### src/dtps_pkg.sv
// constants and types shared by the dram thermal and power services
package dtps_pkg;
	localparam int N_CH = 4;
	localparam int N_DIMM = 3;
	localparam int N_RANK = 4;
	localparam int TEMP_W = 8;
	localparam int EINC_W = 16;
	// service indexes of the package configuration commands
	localparam logic [7:0] IDX_ENERGY = 8'h04;
	localparam logic [7:0] IDX_AMBIENT = 8'h13;
	localparam logic [7:0] IDX_CH_TEMP = 8'h16;
	localparam logic [7:0] IDX_PLIMIT = 8'h22;
	localparam logic [7:0] IDX_PINFO_LO = 8'h23;
	localparam logic [7:0] IDX_PINFO_HI = 8'h24;
	localparam logic [7:0] IDX_THROTTLE = 8'h26;
	localparam logic [15:0] PARAM_ALL_CH = 16'h00FF;
	localparam logic [15:0] PARAM_LAST_CH = 16'h0003;
	// power limit word layout
	localparam int PL_EN_BIT = 15;
	localparam logic [31:0] PL_LIMIT_MASK = 32'h00007FFF;
	localparam logic [31:0] PL_WIN_MASK = 32'h00FE0000;
	localparam logic [31:0] PL_WR_MASK = 32'h00FEFFFF;
	localparam int INB_LOCK_BIT = 31;
	localparam logic [31:0] ZERO32 = 32'h00000000;
	localparam logic [TEMP_W-1:0] TEMP_ZERO = 8'h00;

	typedef struct packed {
		logic valid;
		logic write;
		logic [7:0] index;
		logic [15:0] param;
		logic [31:0] wdata;
	} cmd_t;

	typedef struct packed {
		logic valid;
		logic err;
		logic [31:0] data;
	} rsp_t;
endpackage

### src/wrap_accum.sv
// wrapping accumulator for energy and throttle time
`timescale 1ns/1ps
module wrap_accum #(
	parameter int W = 32,
	parameter int IW = 16
) (
	input wire logic i_clk,
	input wire logic i_rst,
	input wire logic [IW-1:0] i_inc,
	output logic [W-1:0] o_count
);
	logic [W-1:0] count_r;
	logic [W-1:0] count_nxt;

	// sum keeps only W bits so overflow wraps around modulo 2**W
	assign count_nxt = count_r + W'(i_inc);
	assign o_count = count_r;

	always_ff @(posedge i_clk or posedge i_rst) begin
		if (i_rst) begin
			count_r <= '0;
		end else begin
			count_r <= count_nxt;
		end
	end
endmodule

### src/dram_thermal_power_services.sv
// dram thermal and power services behind the sideband thermal link
// Operation
// [RL1] ambient reference is written by the host and read back as stored
// [RL2] one ambient value serves every channel and dimm, no location offset
// [RL3] channel temperature is the maximum over all dimms and ranks
// [RL4] empty channel reads ambient when estimating, zero with sensors
// [RL5] energy read parameter picks a channel; 0x00FF returns all channels
// [RL6] energy is a 32-bit wrapping counter returned on each read
// [RL7] host reads energy at least every 16 s, ideally every 100 ms
// [RL8] host subtracts successive energy readings in two's complement
// [RL9] 64-bit power info is read as two separate 32-bit halves
// [RL10] power info loads at boot completion regardless of limit enable
// [RL11] limit in bits 14:0, enable bit 15; limiting acts only when enabled
// [RL12] limiting is disabled after reset; limit values have no default
// [RL13] one write may set enable and limit values together
// [RL14] host supplies every field correctly on each limit write
// [RL15] time window bits 23:17, x in 23:22 and y in 21:17
// [RL16] host programs a window between 250 ms and 40 s
// [RL17] in-band limit bit 31 set locks out later in-band accesses
// [RL18] throttle status is a 32-bit wrapping sum of dimm low power time
// [RL19] returned energy, power and time use package unit encoding
// [RL20] channel index 000 to 011 selects physical channels 0 to 3
// [RL21] reserved limit word bits ignore writes and read back zero
`timescale 1ns/1ps
module dram_thermal_power_services
	import dtps_pkg::*;
(
	input wire logic I_CLK_SYS,
	input wire logic I_RESET,
	input wire cmd_t I_CMD,
	output rsp_t O_RSP,
	input wire logic [N_CH-1:0][N_DIMM-1:0][N_RANK-1:0][TEMP_W-1:0] I_RANK_TEMP,
	input wire logic [N_CH-1:0] I_CH_POPULATED,
	input wire logic I_ESTIMATION_MODE,
	input wire logic [N_CH-1:0][EINC_W-1:0] I_ENERGY_INC,
	input wire logic [N_CH*N_DIMM-1:0] I_DIMM_LOW_POWER,
	input wire logic I_MEM_STALL,
	input wire logic I_TIME_TICK,
	input wire logic I_BOOT_DONE_FLAG,
	input wire logic [63:0] I_POWER_INFO,
	input wire logic I_INBAND_WR,
	input wire logic [31:0] I_INBAND_WDATA,
	output logic [TEMP_W-1:0] O_AMBIENT,
	output logic O_LIMIT_ACTIVE,
	output logic [14:0] O_POWER_LIMIT,
	output logic [6:0] O_TIME_WINDOW,
	output logic O_INBAND_LOCKED
);
	localparam int CNT_W = 32;
	localparam int TOT_W = EINC_W + 2;
	localparam int THR_W = $clog2(N_CH*N_DIMM+1);

	logic [TEMP_W-1:0] amb_r;
	logic [31:0] limit_r;
	logic [31:0] inband_r;
	logic [63:0] pinfo_r;
	logic boot_seen_r;
	rsp_t rsp_r;
	rsp_t rsp_nxt;
	logic [N_CH-1:0][CNT_W-1:0] energy_ch;
	logic [CNT_W-1:0] energy_all;
	logic [CNT_W-1:0] throttle_cnt;
	logic [TOT_W-1:0] energy_sum;
	logic [THR_W-1:0] thr_inc;
	logic [N_CH-1:0][TEMP_W-1:0] ch_temp;
	logic wr_limit;
	logic is_read;

	assign is_read = I_CMD.valid && !I_CMD.write;
	assign wr_limit = I_CMD.valid && I_CMD.write && I_CMD.index == IDX_PLIMIT;

	// =====================================================================
	// channel temperature
	// =====================================================================
	genvar gc;
	generate
		for (gc = 0; gc < N_CH; gc++) begin : g_ch
			always_comb begin
				logic [TEMP_W-1:0] mx;
				mx = TEMP_ZERO;
				for (int d = 0; d < N_DIMM; d++) begin
					for (int r = 0; r < N_RANK; r++) begin
						if (I_RANK_TEMP[gc][d][r] > mx) begin
							mx = I_RANK_TEMP[gc][d][r]; // RL3
						end
					end
				end
				// override last so an empty slot ignores stale rank values
				if (!I_CH_POPULATED[gc]) begin
					// RL2 RL4
					mx = I_ESTIMATION_MODE ? amb_r : TEMP_ZERO;
				end
				ch_temp[gc] = mx;
			end

			// per channel energy counters
			wrap_accum #(.W(CNT_W), .IW(EINC_W)) u_energy (
				.i_clk(I_CLK_SYS),
				.i_rst(I_RESET),
				.i_inc(I_ENERGY_INC[gc]),
				.o_count(energy_ch[gc])
			); // RL6
		end
	endgenerate

	// =====================================================================
	// energy and throttle accumulation
	// =====================================================================
	always_comb begin
		energy_sum = '0;
		for (int c = 0; c < N_CH; c++) begin
			energy_sum = energy_sum + TOT_W'(I_ENERGY_INC[c]);
		end
	end

	// a separate total keeps the all-channel sum consistent across wraps
	wrap_accum #(.W(CNT_W), .IW(TOT_W)) u_energy_all (
		.i_clk(I_CLK_SYS),
		.i_rst(I_RESET),
		.i_inc(energy_sum),
		.o_count(energy_all)
	); // RL5 RL6

	always_comb begin
		thr_inc = '0;
		// stalls are not low power time, so they are not counted
		if (I_TIME_TICK && !I_MEM_STALL) begin
			for (int k = 0; k < N_CH*N_DIMM; k++) begin
				thr_inc = thr_inc + THR_W'(I_DIMM_LOW_POWER[k]); // RL18
			end
		end
	end

	wrap_accum #(.W(CNT_W), .IW(THR_W)) u_throttle (
		.i_clk(I_CLK_SYS),
		.i_rst(I_RESET),
		.i_inc(thr_inc),
		.o_count(throttle_cnt)
	); // RL18

	// =====================================================================
	// writable state
	// =====================================================================
	always_ff @(posedge I_CLK_SYS or posedge I_RESET) begin
		if (I_RESET) begin
			amb_r <= TEMP_ZERO;
		end else if (I_CMD.valid && I_CMD.write && I_CMD.index == IDX_AMBIENT) begin
			amb_r <= I_CMD.wdata[TEMP_W-1:0]; // RL1
		end
	end

	// limit values cleared only for a clean start; software must load them
	always_ff @(posedge I_CLK_SYS or posedge I_RESET) begin
		if (I_RESET) begin
			limit_r <= ZERO32; // RL12
		end else if (wr_limit) begin
			limit_r <= I_CMD.wdata & PL_WR_MASK; // RL13 RL21
		end
	end

	// lock bit is sticky: once set, later in-band writes are dropped
	always_ff @(posedge I_CLK_SYS or posedge I_RESET) begin
		if (I_RESET) begin
			inband_r <= ZERO32;
		end else if (I_INBAND_WR && !inband_r[INB_LOCK_BIT]) begin
			inband_r <= I_INBAND_WDATA; // RL17
		end
	end

	// power info captured on the rising boot completion flag
	always_ff @(posedge I_CLK_SYS or posedge I_RESET) begin
		if (I_RESET) begin
			boot_seen_r <= 1'b0;
			pinfo_r <= '0;
		end else begin
			boot_seen_r <= I_BOOT_DONE_FLAG;
			if (I_BOOT_DONE_FLAG && !boot_seen_r) begin
				pinfo_r <= I_POWER_INFO; // RL10
			end
		end
	end

	// =====================================================================
	// command response
	// =====================================================================
	always_comb begin
		rsp_nxt.valid = I_CMD.valid;
		rsp_nxt.err = 1'b0;
		rsp_nxt.data = ZERO32;
		if (I_CMD.valid && I_CMD.write) begin
			rsp_nxt.err = !(I_CMD.index == IDX_AMBIENT || wr_limit);
		end else if (is_read) begin
			unique case (I_CMD.index)
				IDX_AMBIENT: rsp_nxt.data = 32'(amb_r); // RL1
				IDX_CH_TEMP: rsp_nxt.data = 32'(ch_temp); // RL3
				IDX_ENERGY: begin
					if (I_CMD.param == PARAM_ALL_CH) begin
						rsp_nxt.data = energy_all; // RL5
					end else if (I_CMD.param <= PARAM_LAST_CH) begin
						rsp_nxt.data = energy_ch[I_CMD.param[1:0]]; // RL20
					end else begin
						rsp_nxt.err = 1'b1;
					end
				end
				IDX_PINFO_LO: rsp_nxt.data = pinfo_r[31:0]; // RL9
				IDX_PINFO_HI: rsp_nxt.data = pinfo_r[63:32]; // RL9
				IDX_PLIMIT: rsp_nxt.data = limit_r; // RL21
				IDX_THROTTLE: rsp_nxt.data = throttle_cnt; // RL18
				default: rsp_nxt.err = 1'b1;
			endcase
		end
	end

	always_ff @(posedge I_CLK_SYS or posedge I_RESET) begin
		if (I_RESET) begin
			rsp_r <= '0;
		end else begin
			rsp_r <= rsp_nxt; // RL19
		end
	end

	// =====================================================================
	// outputs
	// =====================================================================
	always_ff @(posedge I_CLK_SYS or posedge I_RESET) begin
		if (I_RESET) begin
			O_LIMIT_ACTIVE <= 1'b0;
			O_POWER_LIMIT <= '0;
			O_TIME_WINDOW <= '0;
			O_AMBIENT <= TEMP_ZERO;
			O_INBAND_LOCKED <= 1'b0;
		end else begin
			O_LIMIT_ACTIVE <= limit_r[PL_EN_BIT]; // RL11
			O_POWER_LIMIT <= limit_r[14:0]; // RL11
			O_TIME_WINDOW <= limit_r[23:17]; // RL15
			O_AMBIENT <= amb_r; // RL2
			O_INBAND_LOCKED <= inband_r[INB_LOCK_BIT]; // RL17
		end
	end

	assign O_RSP = rsp_r;
endmodule

### config.mk
export PLATFORM = sky130hd
export DESIGN_NAME = dram_thermal_power_services
export DESIGN_NICKNAME = d
export VERILOG_FILES = /design/src/dtps_pkg.sv /design/src/wrap_accum.sv /design/src/dram_thermal_power_services.sv
export SDC_FILE = /design/constraint.sdc
export NUM_CORES = 2
export LEC_CHECK = 0
export ABC_AREA = 0
export BUFFER_PORTS_ARGS = -buffer_cell sky130_fd_sc_hd__buf_2
export CORE_AREA = 2 2 266 268
export DETAILED_ROUTE_END_ITERATION = 12
export DIE_AREA = 0 0 268 270
export GPL_TIMING_DRIVEN = 0
export HOLD_SLACK_MARGIN = 0.06
export PLACE_DENSITY = 0.69
export SETUP_SLACK_MARGIN = 0.1
export SLEW_MARGIN = 20
export SYNTH_ARGS = -nofsm -noshare
export SYNTH_HDL_FRONTEND = slang
export SYNTH_SLANG_ARGS = --single-unit
### constraint.sdc
create_clock -name I_CLK_SYS -period 15.15 [get_ports I_CLK_SYS]
set_input_delay 2.2725 -clock I_CLK_SYS [delete_from_list [all_inputs] [get_ports I_CLK_SYS]]
set_output_delay 2.2725 -clock I_CLK_SYS [all_outputs]
set_load 0.005 [all_outputs]
* Word level (Yosys, flattened, before mapping) *
Cells that the tools add are included.

word-level totals
  bits in registers = 386
  bits of input ports = 625
  output and inout port bits = 66
  word-level logic and storage cells = 176

operators by class
  add/subtract/negate cells = 20
  $lt $le $gt $ge = 50
  eq/ne operators = 8
  multiplexer cells = 65
  reductions and logical operators = 14

operators by type and width
  kind                 number
  $mux 8               53
  $gt 8x8->1           44
  $pmux 32 s7          1
  $add 32x16->32       4
  $mux 32              4
  $bmux 32 s2          1
  $mux 33              1
  $add 32x18->32       1
  $add 32x4->32        1
  $add 4x1->4          8
  $eq 8x6->1 const B   4
  $gt 8x1->1 const B   4
  $add 17x16->18       1
  $add 18x16->18       1
  $add 16x16->17       1
  $eq 16x8->1 const B  1
  $eq 8x5->1 const B   2
  $le 16x2->1 const B  1
  $eq 8x3->1 const B   1
  $logic_and 1x1->1    7
  $reduce_or 6->1      1
  $logic_not 1->1      5
  $add 3x1->4          1
  $mux 4               1
  other kinds (6)      8

* Depth between registers and ports, before layout *
  depth after elaboration = 28
  mapped depth = 111
  depth with buffers taken out = 109

* By module *
Synthesis repeated with hierarchy kept, for this count alone.

second synthesis, totals
  cell total of the unflattened synthesis = 3648
  area, all modules = 33752.4 um2

modules (own cells, without submodules)
  module                             instances  cells each  area each (um2)  sequential area each (um2)
  dram_thermal_power_services        1          2539        22447.8          4078.9
  wrap_accum (g_ch[0].u_energy ...)  4          189         1916.8           800.8
  wrap_accum (u_energy_all)          1          220         2118.3           800.8
  wrap_accum (u_throttle)            1          133         1519.0           800.8

* Worst setup path after synthesis *
Ideal clock, no wire load.

  kind = input-to-reg
  from = input I_RANK_TEMP[1] in the netlist's numbering
  to = register rsp_r (netlist bit O_RSP[5])
  library setup time = 0.142 ns
  arrival = 21.435 ns
  required time = 15.008 ns
  path slack = -6.427 ns
  stages = 106
  path buffers = 7
  path through = inv_1 ha_1 nor2b_2 o211ai_2 a211oi_1 nor2_1 mux2i_1 ha_1 a211oi_2 nor2_1 o31a_1 nand2_1 clkbuf_1 nand2_1 o21ai_0 ha_1 and4_1 and4_1 [70 not listed] nand2b_1 a21oi_1 o21ai_0 o21ai_1 clkbuf_1 clkbuf_1 a21o_1 ha_1 a21o_1 a21o_1 a21oi_1 o21ai_0 nand2_1 nand2_1 clkbuf_1 or4_1 o21ai_0 a31oi_1

RTL lines
  element                 line                                text
  start: declaration      dram_thermal_power_services.sv:32   input wire logic [N_CH-1:0][N_DIMM-1:0][N_RANK-1:0][TEMP_W-1:0] I_RANK_TEMP,
  end signal: assignment  dram_thermal_power_services.sv:218  rsp_r <= rsp_nxt;
  end: declaration        dram_thermal_power_services.sv:58   rsp_t rsp_r;

==> impl_metrics.py <==
metrics = {
    "logic_synthesis": {
        "ys_seq_area_frac": 0.279,
        "netlist_area_um2": 31800,
        "ys_types": 87,
        "synth-edff-count": 0,
        "syn_avg_cell_area_um2": 9.38,
        "yosys_warnings": 0,
        "ys_async_sr_fraction": 1.00,
        "synth_seq_cells": 355,
        "synthCells": 3391,
        "synth_ff_type": "dfrtp_1",
        "synthesis.nets": 4509,
    },
    "global_routing": {
        "grt_pass1_wl_um": 166000,
        "antenna_found_initial": 66,
        "grt_pass1_vias": 30439,
        "overflow": 0,
        "grtUsageTotal": 0.296,
        "grt_max_degree": 105,
    },
    "timing": {
        "finalHoldViolCount": 0,
        "setup_slack_ns": -5.14,
        "grt_setup_unrepaired": "true",
        "worst_hold_slack_ns": 0.385,
        "worst_pin_slew_ns": 1.16,
        "timing.final.crit_share": 1.34,
        "setup_viol": 32,
        "skew_ns": 0.0230,
        "max_freq_ghz": 0.0493,
        "drv_slew": 0,
        "setup_tns_ns": -104.17,
        "slew_headroom": 0.216,
        "post-route-min-period_ns": 20.29,
    },
    "critical_path": {
        "slowest_delay_ns": 0.48,
        "cp-start-kind": "input pin",
        "cp_slowest_cell": "or4_1",
        "crit_required_ns": 15.58,
        "path_max_fanout": 8,
        "cp.buffers_inverters": 33,
        "cp-end-kind": "register",
        "critPathTopFamily": "compound AO/OA/AOI/OAI gates",
        "crit_type": "in -> reg",
        "arrival_ns": 20.71,
        "worst_path_most_repeated_cell": "buf_4",
    },
    "cells_and_area": {
        "multiInputGateArea_um2": 24400,
        "ff_latch_area_um2": 8880,
        "n_fill_cell": 5510,
        "area.growth.synth_to_final_pct": 36.9,
        "final_core_util": 0.626,
        "layout-drive-gt1-share": 0.390,
        "nets": 5475,
        "layout.cells.non_filler": 5375,
    },
    "cts": {
        "hold_buffers": 0,
        "cts.sinks": 355,
        "cts_tree": "done",
        "cts-root-buf": "clkbuf_16",
        "numCtsBuffers": 38,
        "htreeDepth": 2,
        "clk_pin_slew_ns": 0.06,
        "ctsLongestPathBuffers": 3,
        "clock_latency_ns": 0.55,
    },
    "power_and_ir_drop": {
        "ir_drop_uv": 311,
        "intPower_mw": 7.16,
        "p_leak_nw": 21.5,
        "p_switching_mw": 5.60,
        "clkPwrFrac": 0.081,
        "pwr-share-comb": 0.814,
        "p_per_area_nw_per_um2": 293,
        "total_power_mw": 12.8,
        "switching_share": 0.439,
        "seq_power_share": 0.106,
    },
    "floorplan": {
        "die_h_um": 270,
        "core_um2": 69500,
        "rows": 97,
        "die_w_um": 268,
        "start_util": 0.457,
        "ios": 691,
        "dieArea_um2": 72400,
    },
    "detailed_routing": {
        "drt-vias-per-instance": 5.67,
        "wl_per_cell_um": 21.6,
        "ant_nets": 0,
        "wl_um": 116000,
        "drtPass1Iterations": 12,
        "drc_errors": 3,
        "vias": 30462,
        "drtIter0Drc": 2250,
    },
    "flow_run": {
        "cap_viol_max_count": 0,
    },
    "min_path": {
        "holdCritPathClass": "reg -> reg",
    },
    "run_status": {
        "violations": "design-rule violations, negative setup slack",
        "status": "finished, violations left",
    },
    "place": {
        "hpwl_um": 87000,
        "post-place-cells": 4978,
        "port_buffers": 644,
        "routabilityCongestion": 0.904,
    },
}
## final timing paths
kind | from | endpoint | slack [ns] | depth (start not counted)
setup / recovery | I_RANK_TEMP[2] | O_RSP[6] | -5.14 | 114
min in group asynchronous | I_RESET | O_POWER_LIMIT[11] | 1.80 | 2
hold / removal | inband_r[31] | O_INBAND_LOCKED | 0.38 | 0
max in group asynchronous | I_RESET | O_TIME_WINDOW[3] | 11.99 | 4
setup reg to reg | u_energy_all.o_count[1] | u_energy_all.o_count[31] | 9.32 | 25
hold reg to reg | inband_r[31] | O_INBAND_LOCKED | 0.38 | 0
## sequential cells by signal (all words and copies together), names as in the netlist
register and count:
O_AMBIENT 8, O_INBAND_LOCKED 1, O_LIMIT_ACTIVE 1, O_POWER_LIMIT 15
O_RSP 34, O_TIME_WINDOW 7, amb_r 8, boot_seen_r 1
g_ch.u_energy.o_count 128, inband_r 1, limit_r 23, pinfo_r 64
u_energy_all.o_count 32, u_throttle.o_count 32
## routing by layer
metal,track usage,vias to the layer above,share of wire,wire [um]
li1,-,14094,-,-
met1,0.346,14694,0.39,44800
met2,0.505,1219,0.48,55500
met3,0.0591,427,0.070,8190
met4,0.168,28,0.064,7490
met5,0,-,0.0016,184
## synthesized netlist by cell type (15+ instances only)
| cell type | number | area share |
|---|---|---|
| nand2_1 | 180 | 0.021 |
| clkbuf_1 | 71 | 0.0084 |
| and3_1 | 43 | 0.0085 |
| nand3_1 | 100 | 0.016 |
| or2_2 | 18 | 0.0035 |
| a31oi_1 | 37 | 0.0073 |
| mux4_2 | 32 | 0.023 |
| fa_1 | 59 | 0.037 |
| o21a_1 | 49 | 0.012 |
| nor2b_1 | 56 | 0.011 |
| xnor2_1 | 114 | 0.031 |
| nand2b_1 | 40 | 0.0079 |
| o21ai_1 | 28 | 0.0044 |
| nor2_1 | 218 | 0.026 |
| mux2i_1 | 146 | 0.046 |
| a21boi_0 | 32 | 0.0076 |
| nor3_1 | 15 | 0.0024 |
| inv_1 | 382 | 0.045 |
| dfrtp_1 | 355 | 0.28 |
| a222oi_1 | 17 | 0.0054 |
| nand4_1 | 40 | 0.0079 |
| a21o_1 | 77 | 0.018 |
| mux2_2 | 182 | 0.064 |
| xor2_1 | 45 | 0.012 |
| ha_1 | 434 | 0.17 |
| a22oi_1 | 73 | 0.017 |
| a21oi_1 | 169 | 0.027 |
| o21ai_0 | 228 | 0.036 |
## timing repair
action,CTS,global route
gates cloned,5,1
setup endpoints to repair,32,32
pin swaps,169,159
buffers inserted,217,57
gates resized for setup,254,308
## per-stage QoR
step	instance area, um^2	setup slack (ns)
4_1_cts	41400	-4.45
6_report	43500	-5.14
5_1_grt	43500	-5.83
3_5_place_dp	37100	-6.54
2_1_floorplan	32600	-4.33
3_3_place_gp	37000	-6.34
## cells by family (layout without fill, tap and decap cells)
family / count (synthesis) / after routing / synth area share
flops: 355 / 355 / 0.279
xor+xnor: 159 / 159 / 0.0438
simple gates: 769 / 769 / 0.118
compound gates: 779 / 779 / 0.155
fa+ha+maj: 493 / 493 / 0.208
mux: 377 / 377 / 0.141
other cells: 0 / 50 / 0
buf+inv: 459 / 1453 / 0.0542
## cell usage in the layout (no fill, tap or decap), types with 77 or more instances in the layout
cell	synthesis	final
o21ai_0	228	103
nor2_1	218	209
a21oi_1	169	98
mux2_2	182	161
ha_1	434	361
buf_2	0	638
buf_4	0	238
a21o_1	77	77
xnor2_1	114	113
nand2_1	180	163
dfrtp_1	355	355
inv_1	382	355
mux2i_1	146	80
nand3_1	100	92
## power groups by stage
| stage | clock (mW) | combinational [mW] | sequential (mW) |
|---|---|---|---|
| global route | 1.08 | 11.3 | 1.37 |
| floorplan | 0 | 5.48 | 1.29 |
| global placement | 0 | 6.65 | 1.35 |
| CTS | 1.04 | 8.80 | 1.34 |
| detailed placement | 0 | 6.81 | 1.36 |
| finish | 1.03 | 10.4 | 1.35 |
## area by class of cell
type | count | area share
Inverter | 383 | 0.0343
Sequential cell | 355 | 0.204
Clock inverter | 16 | 0.00523
Multi-Input combinational cell | 2577 | 0.560
Timing Repair Buffer | 926 | 0.130
Antenna cell | 50 | 0.00287
Buffer | 76 | 0.0108
Tap cell | 940 | 0.0270
Clock buffer | 52 | 0.0261
Note: power is estimated with default switching activity, not from simulation.
